File: src/core/ecfl_consts.svh
// constants of the configuration flag loader: offsets, fields, defaults, signatures
`ifndef ECFL_CONSTS_SVH
`define ECFL_CONSTS_SVH

// memory signatures and image placement
`define ECFL_EE_SIG 8'ha5
`define ECFL_OTP_SIG_LOW 8'hf3
`define ECFL_OTP_SIG_HIGH 8'hf7
`define ECFL_SIG_ADDR 10'h000
`define ECFL_EE_BASE 10'h001
`define ECFL_OTP_BASE_LOW 10'h001
`define ECFL_OTP_BASE_HIGH 10'h101

// byte positions inside the loaded image
`define ECFL_IMG_MAC 6'd0
`define ECFL_IMG_FLAGS0 6'd6
`define ECFL_IMG_FLAGS1 6'd10
`define ECFL_IMG_FLAGS2 6'd14
`define ECFL_IMG_FLAGS3 6'd18
`define ECFL_IMG_GPIO 6'd22
`define ECFL_IMG_WAKE 6'd30
`define ECFL_IMG_VID 6'd34
`define ECFL_IMG_PID 6'd36
`define ECFL_IMG_LAST 6'd37

// register word indices (byte address = 4 * index)
`define ECFL_IDX_HWCFG 4'h0
`define ECFL_IDX_PMT 4'h1
`define ECFL_IDX_PIPE 4'h2
`define ECFL_IDX_MACCR 4'h3
`define ECFL_IDX_USB0 4'h4
`define ECFL_IDX_USB1 4'h5
`define ECFL_IDX_USB2 4'h6
`define ECFL_IDX_PIN0 4'h7
`define ECFL_IDX_PIN1 4'h8
`define ECFL_IDX_WAKE 4'h9
`define ECFL_IDX_MACL 4'ha
`define ECFL_IDX_MACH 4'hb
`define ECFL_IDX_ATTR 4'hc
`define ECFL_IDX_DESC 4'hd
`define ECFL_IDX_LAST 4'hd

// software writable masks
`define ECFL_MASK_HWCFG 32'h00000f1f
`define ECFL_MASK_PMT 32'h00010000
`define ECFL_MASK_PIPE 32'h0000007f
`define ECFL_MASK_MACCR 32'h00002fc3
`define ECFL_MASK_USB0 32'h000001ff
`define ECFL_MASK_USB1 32'h0000003f
`define ECFL_MASK_USB2 32'h0000ffff
`define ECFL_MASK_PIN 32'h0fff0fff
`define ECFL_MASK_MACL 32'hffffffff
`define ECFL_MASK_MACH 32'h0000ffff
`define ECFL_MASK_ATTR 32'h0000ffff
`define ECFL_MASK_DESC 32'h000000ff

// hardware defaults kept when no valid memory is found
`define ECFL_DEF_REG 32'h00000000
`define ECFL_DEF_VID 16'h1234
`define ECFL_DEF_PID 16'h5678

// field positions
`define ECFL_HW_EMU 0
`define ECFL_HW_SPEEDUP 1
`define ECFL_HW_SUSP_POL 2
`define ECFL_HW_SUSP_SEL 3
`define ECFL_HW_DONE 16
`define ECFL_HW_EE_OK 17
`define ECFL_HW_OTP_OK 18
`define ECFL_F0_ADD 16
`define ECFL_F0_ASD 15
`define ECFL_F0_SUSP_POL 17
`define ECFL_F0_SUSP_SEL 18
`define ECFL_F1_XTAL 16
`define ECFL_F2_SPEEDUP 12
`define ECFL_MAC_ASD 0
`define ECFL_MAC_ADD 1
`define ECFL_USB0_PWR 0
`define ECFL_USB0_RMT 1
`define ECFL_DESC_PWR 6
`define ECFL_DESC_RMT 5

`endif

File: src/core/ecfl_pkg.sv
// types of the configuration flag loader
package ecfl_pkg;
  typedef enum logic [2:0] {
    ECFL_EE_SIG,
    ECFL_OTP_SIG,
    ECFL_FETCH,
    ECFL_APPLY,
    ECFL_DONE
  } ecfl_state_t;

  typedef struct packed {
    logic req;
    logic src;
    logic [9:0] addr;
  } ecfl_memreq_t;

  typedef struct packed {
    logic [31:0] hwCfg;
    logic [31:0] pmtCtl;
    logic [31:0] pipeCtl;
    logic [31:0] macCr;
    logic [31:0] usbCfg0;
    logic [31:0] usbCfg1;
    logic [31:0] usbCfg2;
    logic [31:0] pinCfg0;
    logic [31:0] pinCfg1;
    logic [31:0] pinWake;
    logic [31:0] macAddrLow;
    logic [31:0] macAddrHigh;
  } ecfl_cfg_t;
endpackage

File: src/core/ecfl_loader.sv
// configuration flag loader with its control and status registers on wishbone
`timescale 1ns/1ps
`include "ecfl_consts.svh"

module ecfl_loader
  import ecfl_pkg::*;
(
  input wire logic clk,
  input wire logic rst_n,
  input wire logic wb_cyc_i,
  input wire logic wb_stb_i,
  input wire logic wb_we_i,
  input wire logic [5:0] wb_adr_i,
  input wire logic [3:0] wb_sel_i,
  input wire logic [31:0] wb_dat_i,
  output logic [31:0] wb_dat_o,
  output logic wb_ack_o,
  output ecfl_memreq_t memReq,
  input wire logic memAck,
  input wire logic [7:0] memData,
  output ecfl_cfg_t cfg,
  output logic loadDone,
  output logic descFromRam,
  output logic [15:0] vendorId,
  output logic [15:0] productId
);

  ecfl_state_t state;
  logic [7:0] img [0:37];
  logic [5:0] imgIdx;
  logic [9:0] imgBase;
  logic memValid;
  logic eeValid;
  logic otpValid;
  logic ackGap;
  logic reqAddrSrc;
  logic [9:0] reqAddr;
  logic [31:0] regs [0:13];
  logic attrWritten;
  logic descWritten;
  logic orderOk;
  logic busHit;
  logic busWr;
  logic [3:0] busIdx;
  logic [31:0] byteMask;
  logic [31:0] next_emuWord;
  logic emuRise;
  logic [31:0] flags0;
  logic [31:0] flags1;
  logic [31:0] flags2;
  logic [31:0] flags3;
  logic [63:0] gpioWord;

  function automatic logic [31:0] imgWord(input logic [5:0] pos);
    imgWord = {img[pos + 6'd3], img[pos + 6'd2], img[pos + 6'd1], img[pos]};
  endfunction

  function automatic logic [31:0] regMask(input logic [3:0] idx);
    unique case (idx)
      `ECFL_IDX_HWCFG: regMask = `ECFL_MASK_HWCFG;
      `ECFL_IDX_PMT: regMask = `ECFL_MASK_PMT;
      `ECFL_IDX_PIPE: regMask = `ECFL_MASK_PIPE;
      `ECFL_IDX_MACCR: regMask = `ECFL_MASK_MACCR;
      `ECFL_IDX_USB0: regMask = `ECFL_MASK_USB0;
      `ECFL_IDX_USB1: regMask = `ECFL_MASK_USB1;
      `ECFL_IDX_USB2: regMask = `ECFL_MASK_USB2;
      `ECFL_IDX_PIN0: regMask = `ECFL_MASK_PIN;
      `ECFL_IDX_PIN1: regMask = `ECFL_MASK_PIN;
      `ECFL_IDX_WAKE: regMask = `ECFL_MASK_PIN;
      `ECFL_IDX_MACL: regMask = `ECFL_MASK_MACL;
      `ECFL_IDX_MACH: regMask = `ECFL_MASK_MACH;
      `ECFL_IDX_ATTR: regMask = `ECFL_MASK_ATTR;
      `ECFL_IDX_DESC: regMask = `ECFL_MASK_DESC;
      default: regMask = 32'h00000000;
    endcase
  endfunction

  // a process rather than assigns: the function reads img, which an assign would not watch
  always_comb begin
    flags0 = imgWord(`ECFL_IMG_FLAGS0);
    flags1 = imgWord(`ECFL_IMG_FLAGS1);
    flags2 = imgWord(`ECFL_IMG_FLAGS2);
    flags3 = imgWord(`ECFL_IMG_FLAGS3);
    gpioWord = {imgWord(`ECFL_IMG_GPIO + 6'd4), imgWord(`ECFL_IMG_GPIO)};
  end

  // memory read port: one byte per ack, request dropped for a cycle after each ack
  assign memReq.req = (state == ECFL_EE_SIG || state == ECFL_OTP_SIG || state == ECFL_FETCH)
                      && !ackGap;
  assign memReq.src = reqAddrSrc;
  assign memReq.addr = reqAddr;

  always_ff @(posedge clk) begin
    if (!rst_n) begin
      ackGap <= 1'b0;
    end else begin
      ackGap <= memAck;
    end
  end

  always_ff @(posedge clk) begin
    if (!rst_n) begin
      state <= ECFL_EE_SIG;
      imgIdx <= 6'd0;
      imgBase <= `ECFL_EE_BASE;
      reqAddr <= `ECFL_SIG_ADDR;
      reqAddrSrc <= 1'b0;
      memValid <= 1'b0;
      eeValid <= 1'b0;
      otpValid <= 1'b0;
    end else begin
      unique case (state)
        ECFL_EE_SIG: begin
          if (memAck) begin
            if (memData == `ECFL_EE_SIG) begin
              eeValid <= 1'b1;
              memValid <= 1'b1;
              imgBase <= `ECFL_EE_BASE;
              reqAddr <= `ECFL_EE_BASE;
              state <= ECFL_FETCH;
            end else begin
              reqAddrSrc <= 1'b1;
              reqAddr <= `ECFL_SIG_ADDR;
              state <= ECFL_OTP_SIG;
            end
          end
        end
        ECFL_OTP_SIG: begin
          if (memAck) begin
            if (memData == `ECFL_OTP_SIG_LOW) begin
              otpValid <= 1'b1;
              memValid <= 1'b1;
              imgBase <= `ECFL_OTP_BASE_LOW;
              reqAddr <= `ECFL_OTP_BASE_LOW;
              state <= ECFL_FETCH;
            end else if (memData == `ECFL_OTP_SIG_HIGH) begin
              otpValid <= 1'b1;
              memValid <= 1'b1;
              imgBase <= `ECFL_OTP_BASE_HIGH;
              reqAddr <= `ECFL_OTP_BASE_HIGH;
              state <= ECFL_FETCH;
            end else begin
              state <= ECFL_APPLY;
            end
          end
        end
        ECFL_FETCH: begin
          if (memAck) begin
            if (imgIdx == `ECFL_IMG_LAST) begin
              state <= ECFL_APPLY;
            end else begin
              imgIdx <= imgIdx + 6'd1;
              reqAddr <= imgBase + {4'h0, imgIdx + 6'd1};
            end
          end
        end
        ECFL_APPLY: begin
          state <= ECFL_DONE;
        end
        ECFL_DONE: begin
          state <= ECFL_DONE;
        end
      endcase
    end
  end

  // image bytes carry no reset: they are read only once memValid has been set
  always_ff @(posedge clk) begin
    if (state == ECFL_FETCH && memAck) begin
      img[imgIdx] <= memData;
    end
  end

  assign loadDone = (state == ECFL_DONE);

  // wishbone classic slave, one wait state, unmapped words read zero and ignore writes
  // writes land on the edge at which the master samples ack, while it still holds the request
  assign busIdx = wb_adr_i[5:2];
  assign busHit = wb_cyc_i && wb_stb_i && !wb_ack_o;
  assign busWr = wb_cyc_i && wb_stb_i && wb_ack_o && wb_we_i && (busIdx <= `ECFL_IDX_LAST);
  assign byteMask = {{8{wb_sel_i[3]}}, {8{wb_sel_i[2]}}, {8{wb_sel_i[1]}}, {8{wb_sel_i[0]}}};

  always_ff @(posedge clk) begin
    if (!rst_n) begin
      wb_ack_o <= 1'b0;
      wb_dat_o <= 32'h00000000;
    end else begin
      wb_ack_o <= busHit;
      if (busHit && !wb_we_i) begin
        if (busIdx == `ECFL_IDX_HWCFG) begin
          wb_dat_o <= regs[busIdx] | ({31'h0, loadDone} << `ECFL_HW_DONE)
                      | ({31'h0, eeValid} << `ECFL_HW_EE_OK)
                      | ({31'h0, otpValid} << `ECFL_HW_OTP_OK);
        end else if (busIdx <= `ECFL_IDX_LAST) begin
          wb_dat_o <= regs[busIdx];
        end else begin
          wb_dat_o <= 32'h00000000;
        end
      end
    end
  end

  // attribute writes must precede the first descriptor ram write
  always_ff @(posedge clk) begin
    if (!rst_n) begin
      attrWritten <= 1'b0;
      descWritten <= 1'b0;
      orderOk <= 1'b0;
    end else begin
      if (busWr && busIdx == `ECFL_IDX_ATTR) begin
        attrWritten <= 1'b1;
      end
      if (busWr && busIdx == `ECFL_IDX_DESC && !descWritten) begin
        descWritten <= 1'b1;
        orderOk <= attrWritten;
      end
    end
  end

  assign next_emuWord = (regs[`ECFL_IDX_HWCFG] & ~(byteMask & `ECFL_MASK_HWCFG))
                        | (wb_dat_i & byteMask & `ECFL_MASK_HWCFG);
  assign emuRise = busWr && busIdx == `ECFL_IDX_HWCFG && next_emuWord[`ECFL_HW_EMU]
                   && !regs[`ECFL_IDX_HWCFG][`ECFL_HW_EMU];

  // hardware load has priority over a bus write landing in the same cycle
  always_ff @(posedge clk) begin
    if (!rst_n) begin
      for (int i = 0; i <= 13; i++) begin
        regs[i] <= `ECFL_DEF_REG;
      end
    end else if (state == ECFL_APPLY && memValid) begin
      regs[`ECFL_IDX_PMT] <= flags1 & `ECFL_MASK_PMT;
      regs[`ECFL_IDX_PIPE] <= flags1 & `ECFL_MASK_PIPE;
      regs[`ECFL_IDX_MACCR] <= (flags2 & `ECFL_MASK_MACCR & ~32'h3)
                               | ({31'h0, flags0[`ECFL_F0_ASD]} << `ECFL_MAC_ASD)
                               | ({31'h0, flags0[`ECFL_F0_ADD]} << `ECFL_MAC_ADD);
      regs[`ECFL_IDX_HWCFG] <= (regs[`ECFL_IDX_HWCFG] & 32'hffffffe1)
                               | ({31'h0, flags2[`ECFL_F2_SPEEDUP]} << `ECFL_HW_SPEEDUP)
                               | ({31'h0, flags0[`ECFL_F0_SUSP_POL]} << `ECFL_HW_SUSP_POL)
                               | ({30'h0, flags0[`ECFL_F0_SUSP_SEL +: 2]} << `ECFL_HW_SUSP_SEL);
      regs[`ECFL_IDX_USB0] <= (regs[`ECFL_IDX_USB0] & 32'hffffff80) | (flags0 & 32'h0000007f);
      regs[`ECFL_IDX_USB1] <= flags2 & `ECFL_MASK_USB1;
      regs[`ECFL_IDX_USB2] <= flags3 & `ECFL_MASK_USB2;
      regs[`ECFL_IDX_PIN0] <= {4'h0, gpioWord[27:16], 4'h0, gpioWord[11:0]};
      regs[`ECFL_IDX_PIN1] <= {4'h0, gpioWord[59:48], 4'h0, gpioWord[43:32]};
      regs[`ECFL_IDX_WAKE] <= imgWord(`ECFL_IMG_WAKE) & `ECFL_MASK_PIN;
      regs[`ECFL_IDX_MACL] <= imgWord(`ECFL_IMG_MAC);
      regs[`ECFL_IDX_MACH] <= {16'h0000, img[`ECFL_IMG_MAC + 6'd5], img[`ECFL_IMG_MAC + 6'd4]};
    end else if (busWr) begin
      regs[busIdx] <= (regs[busIdx] & ~(byteMask & regMask(busIdx)))
                      | (wb_dat_i & byteMask & regMask(busIdx));
      if (emuRise && orderOk) begin
        regs[`ECFL_IDX_USB0][`ECFL_USB0_PWR] <= regs[`ECFL_IDX_DESC][`ECFL_DESC_PWR];
        regs[`ECFL_IDX_USB0][`ECFL_USB0_RMT] <= regs[`ECFL_IDX_DESC][`ECFL_DESC_RMT];
      end
    end
  end

  assign descFromRam = regs[`ECFL_IDX_HWCFG][`ECFL_HW_EMU];

  // identity values are taken from memory only when it was found valid
  always_ff @(posedge clk) begin
    if (!rst_n) begin
      vendorId <= `ECFL_DEF_VID;
      productId <= `ECFL_DEF_PID;
    end else if (state == ECFL_APPLY && memValid) begin
      vendorId <= {img[`ECFL_IMG_VID + 6'd1], img[`ECFL_IMG_VID]};
      productId <= {img[`ECFL_IMG_PID + 6'd1], img[`ECFL_IMG_PID]};
    end
  end

  assign cfg.hwCfg = regs[`ECFL_IDX_HWCFG];
  assign cfg.pmtCtl = regs[`ECFL_IDX_PMT];
  assign cfg.pipeCtl = regs[`ECFL_IDX_PIPE];
  assign cfg.macCr = regs[`ECFL_IDX_MACCR];
  assign cfg.usbCfg0 = regs[`ECFL_IDX_USB0];
  assign cfg.usbCfg1 = regs[`ECFL_IDX_USB1];
  assign cfg.usbCfg2 = regs[`ECFL_IDX_USB2];
  assign cfg.pinCfg0 = regs[`ECFL_IDX_PIN0];
  assign cfg.pinCfg1 = regs[`ECFL_IDX_PIN1];
  assign cfg.pinWake = regs[`ECFL_IDX_WAKE];
  assign cfg.macAddrLow = regs[`ECFL_IDX_MACL];
  assign cfg.macAddrHigh = regs[`ECFL_IDX_MACH];

endmodule

File: config.mk
export PLATFORM = sky130hd
export DESIGN_NAME = ecfl_loader
export DESIGN_NICKNAME = d
export VERILOG_FILES = /design/src/core/ecfl_pkg.sv /design/src/core/ecfl_loader.sv
export VERILOG_INCLUDE_DIRS = /design/src /design/src/core
export SDC_FILE = /design/constraint.sdc
export NUM_CORES = 1
export LEC_CHECK = 0
export ABC_AREA = 1
export BUFFER_PORTS_ARGS = -buffer_cell sky130_fd_sc_hd__buf_2
export CORE_ASPECT_RATIO = 0.8
export CORE_MARGIN = 5
export CORE_UTILIZATION = 54
export CTS_BUF_LIST = sky130_fd_sc_hd__clkbuf_4 sky130_fd_sc_hd__clkbuf_8
export DETAILED_ROUTE_END_ITERATION = 7
export PLACE_DENSITY = 0.87
export SYNTH_ARGS = -nofsm -noshare
export SYNTH_HDL_FRONTEND = slang
export SYNTH_SLANG_ARGS = --single-unit
File: constraint.sdc
create_clock -name clk -period 3.75 [get_ports clk]
set_input_delay 0.75 -clock clk [delete_from_list [all_inputs] [get_ports clk]]
set_output_delay 0.75 -clock clk [all_outputs]
set_load 0.02 [all_outputs]
==> reports/metrics.cfg <==
[status]
run_status = finished with violations
violations = design-rule violations

[yosys]
netlist_instances = 3621
synth_edf_count = 714
yosysSeqAreaShare_pct = 65.2
yosys_most_used_dff = edfxtp_1
ys_warn_count = 0
netlist_area_um2 = 35700
async_flop_share_pct = 0
synth_seq_cells = 805
synth_cell_types = 39
postSynthAreaPerCell_um2 = 9.85

[global_routing]
grtUsageTotal_pct = 35.3
antenna_found_initial = 15
grt_max_degree = 96
gr-total-overflow = 0
grt_pass1_wl_um = 185000
first_global_vias = 28326

[clocking]
hold_buffers = 0
cts_sinks = 805
cts_resized = 0
cts_buffers = 120
clk_pin_slew_ps = 60
h-tree-depth = 3
cts_root_buf = clkbuf_8
cts_tree = built
clockBufferDepth = 3
clk_latency_ps = 770
postCtsSetupBuffers = 0

[cells_and_area]
drive_gt1_share_pct = 22.3
layout_common_cells = 919 x nand2_1, 714 x edfxtp_1, 611 x nor2_1
area_growth_pct = 17.3
final_common_cell = nand2_1
fin_area_um2 = 41900
fillCellCount = 5017
final_util_pct = 63.8
layout.nets = 4223

[detailed_routing]
drc = 1
via_per_inst = 5.97
post_drt_wl_per_cell_um = 25.5
drtAntennaViolNets = 0
drt_wl_total_um = 131000
num_vias = 30554
drt-initial-drc-count = 5360
first_pass_iters = 8

[power]
p_per_area_nw_per_um2 = 475
power_leakage_nw = 18.2
ir_drop_mv = 0.367

[run]
maxCapViolCount = 0

[sta]
fmax_mhz = 325
setup-violations-final = 0
finClkSkew_ps = 42.8
rsz0062_at_grt = false
drv_slew = 0
relSlewSlack_pct = 22.5
fin_crit_ps = 3070
setup_ws_ps = 677
final.setup.tns_ps = 0
period_share_pct = 82.0
hold_viol_final = 0
worstMarginPinSlew_ps = 1160

[placement]
numPortBuffers = 514
place_congestion = 1.01
detailed_place.area_um2 = 39500
pre_cts_ws_ps = 315
post-dp-hpwl_um = 90900

[critical_path]
crit_path_frequent_cell = inv_1
worst-setup-path-type = reg -> reg
crit_required_ps = 4110
arrival_ps = 3440
cpMaxStageDelayCell = nand2_1
crit_path_max_incr_delay_ps = 550
crit_path_end_kind = flop
cp_cell_sequence = inv_1, nand4_1, nand2_1, nor2_4, inv_1, nor2_2, inv_1, nand2_1, buf_4
critical_path_buf_inv_count = 4
start_kind = flop
worstPathMaxFanout = 25
crit_family = simple AND/OR/NAND/NOR gates

[floorplanning]
die_x_um = 297
fp.dieH_um = 240
start_util_pct = 54.4
dieArea_um2 = 71300
core_area_um2 = 65600
pin_count = 519
rows = 84

[min_path]
hold_class = in -> reg

## final cells by class
class | instances | area, um2 | area share, %
Clock inverter | 39 | 262 | 0.625
Timing Repair Buffer | 636 | 3750 | 8.96
Inverter | 268 | 1010 | 2.41
Sequential cell | 805 | 23300 | 55.6
Antenna cell | 13 | 32.5 | 0.0777
Tap cell | 860 | 1080 | 2.57
Clock buffer | 171 | 2090 | 5.00
Multi-Input combinational cell | 2327 | 10400 | 24.8
## kinds of logic (layout without fill, tap and decap cells)
family,count (synthesis),in the layout,synth area share [%]
other cells,1,15,0.0105
xor+xnor,1,1,0.0246
fa+ha+maj,9,9,0.316
compound gates,376,376,6.33
flops,805,805,65.2
simple gates,1939,1939,22.3
buf+inv,490,1114,5.85
## worst register-to-register path, stage by stage, from the launching register on
cell and delay [ps]:
dfxtp_1 360, inv_1 100, nand4_1 180, nand2_1 550, nor2_4 380, inv_1 130
nor2_2 300, inv_1 110, nand2_1 90, buf_4 490
## per-layer routing
layer / part of all wire (%) / routed length (um) / track usage (%)
met4: 6.1 / 7990 / 17.1
met1: 33 / 43800 / 46.0
met5: 0.031 / 41 / 0
met3: 18 / 23800 / 15.6
met2: 42 / 55100 / 51.0
## cell usage after synthesis (23+ instances only)
| master | number | share of area (%) |
|---|---|---|
| dfxtp_1 | 91 | 5.1 |
| nand2_1 | 922 | 9.7 |
| buf_4 | 23 | 0.48 |
| or2_2 | 51 | 0.89 |
| edfxtp_1 | 714 | 60 |
| o21ai_0 | 177 | 2.5 |
| nand3_1 | 283 | 4.0 |
| buf_2 | 112 | 1.6 |
| a21oi_1 | 57 | 0.80 |
| nor2_1 | 616 | 6.5 |
| inv_1 | 247 | 2.6 |
| clkbuf_1 | 72 | 0.76 |
| o211ai_1 | 91 | 1.9 |
| nand2_2 | 29 | 0.51 |
## flip-flops by register name (all words and copies together), names as in the netlist, 3 cells and up
register,flops
vendorId,16
state,3
img,202
reqAddr,8
wb_dat_o,32
productId,16
imgIdx,6
regs,512
## report_power, final
group | total, W | leakage (nW) | switching, W | internal, W
logic | 0.00250 | 9.19 | 0.00190 | 0.000597
registers | 0.0102 | 7.75 | 0.000188 | 0.0100
clock network | 0.00717 | 1.26 | 0.00340 | 0.00377
total | 0.0199 | 18.2 | 0.00549 | 0.0144
## metrics by stage
stage          hold WS, ps  total power (W)  instances
6_report               311           0.0199       5119
2_1_floorplan          420           0.0117       3622
5_1_grt                299           0.0204       5117
3_5_place_dp           449           0.0128       4896
4_1_cts                252           0.0198       5106
3_3_place_gp           442           0.0127       4896
## path summary, 6_finish.rpt
kind / from / to / slack (ps) / cells after the start
worst min register to register: wb_dat_o[16]$_SDFFE_PN0P_ / wb_dat_o[16]$_SDFFE_PN0P_ / 460 / 2
worst max-delay path: state[2]$_SDFFE_PN0P_ / regs[0][9]$_DFFE_PP_ / 680 / 9
worst min-delay path: memAck / ackGap$_SDFF_PN0_ / 310 / 3
worst max register to register: state[2]$_SDFFE_PN0P_ / regs[0][9]$_DFFE_PP_ / 680 / 9
(Power assumes the default switching activity.)
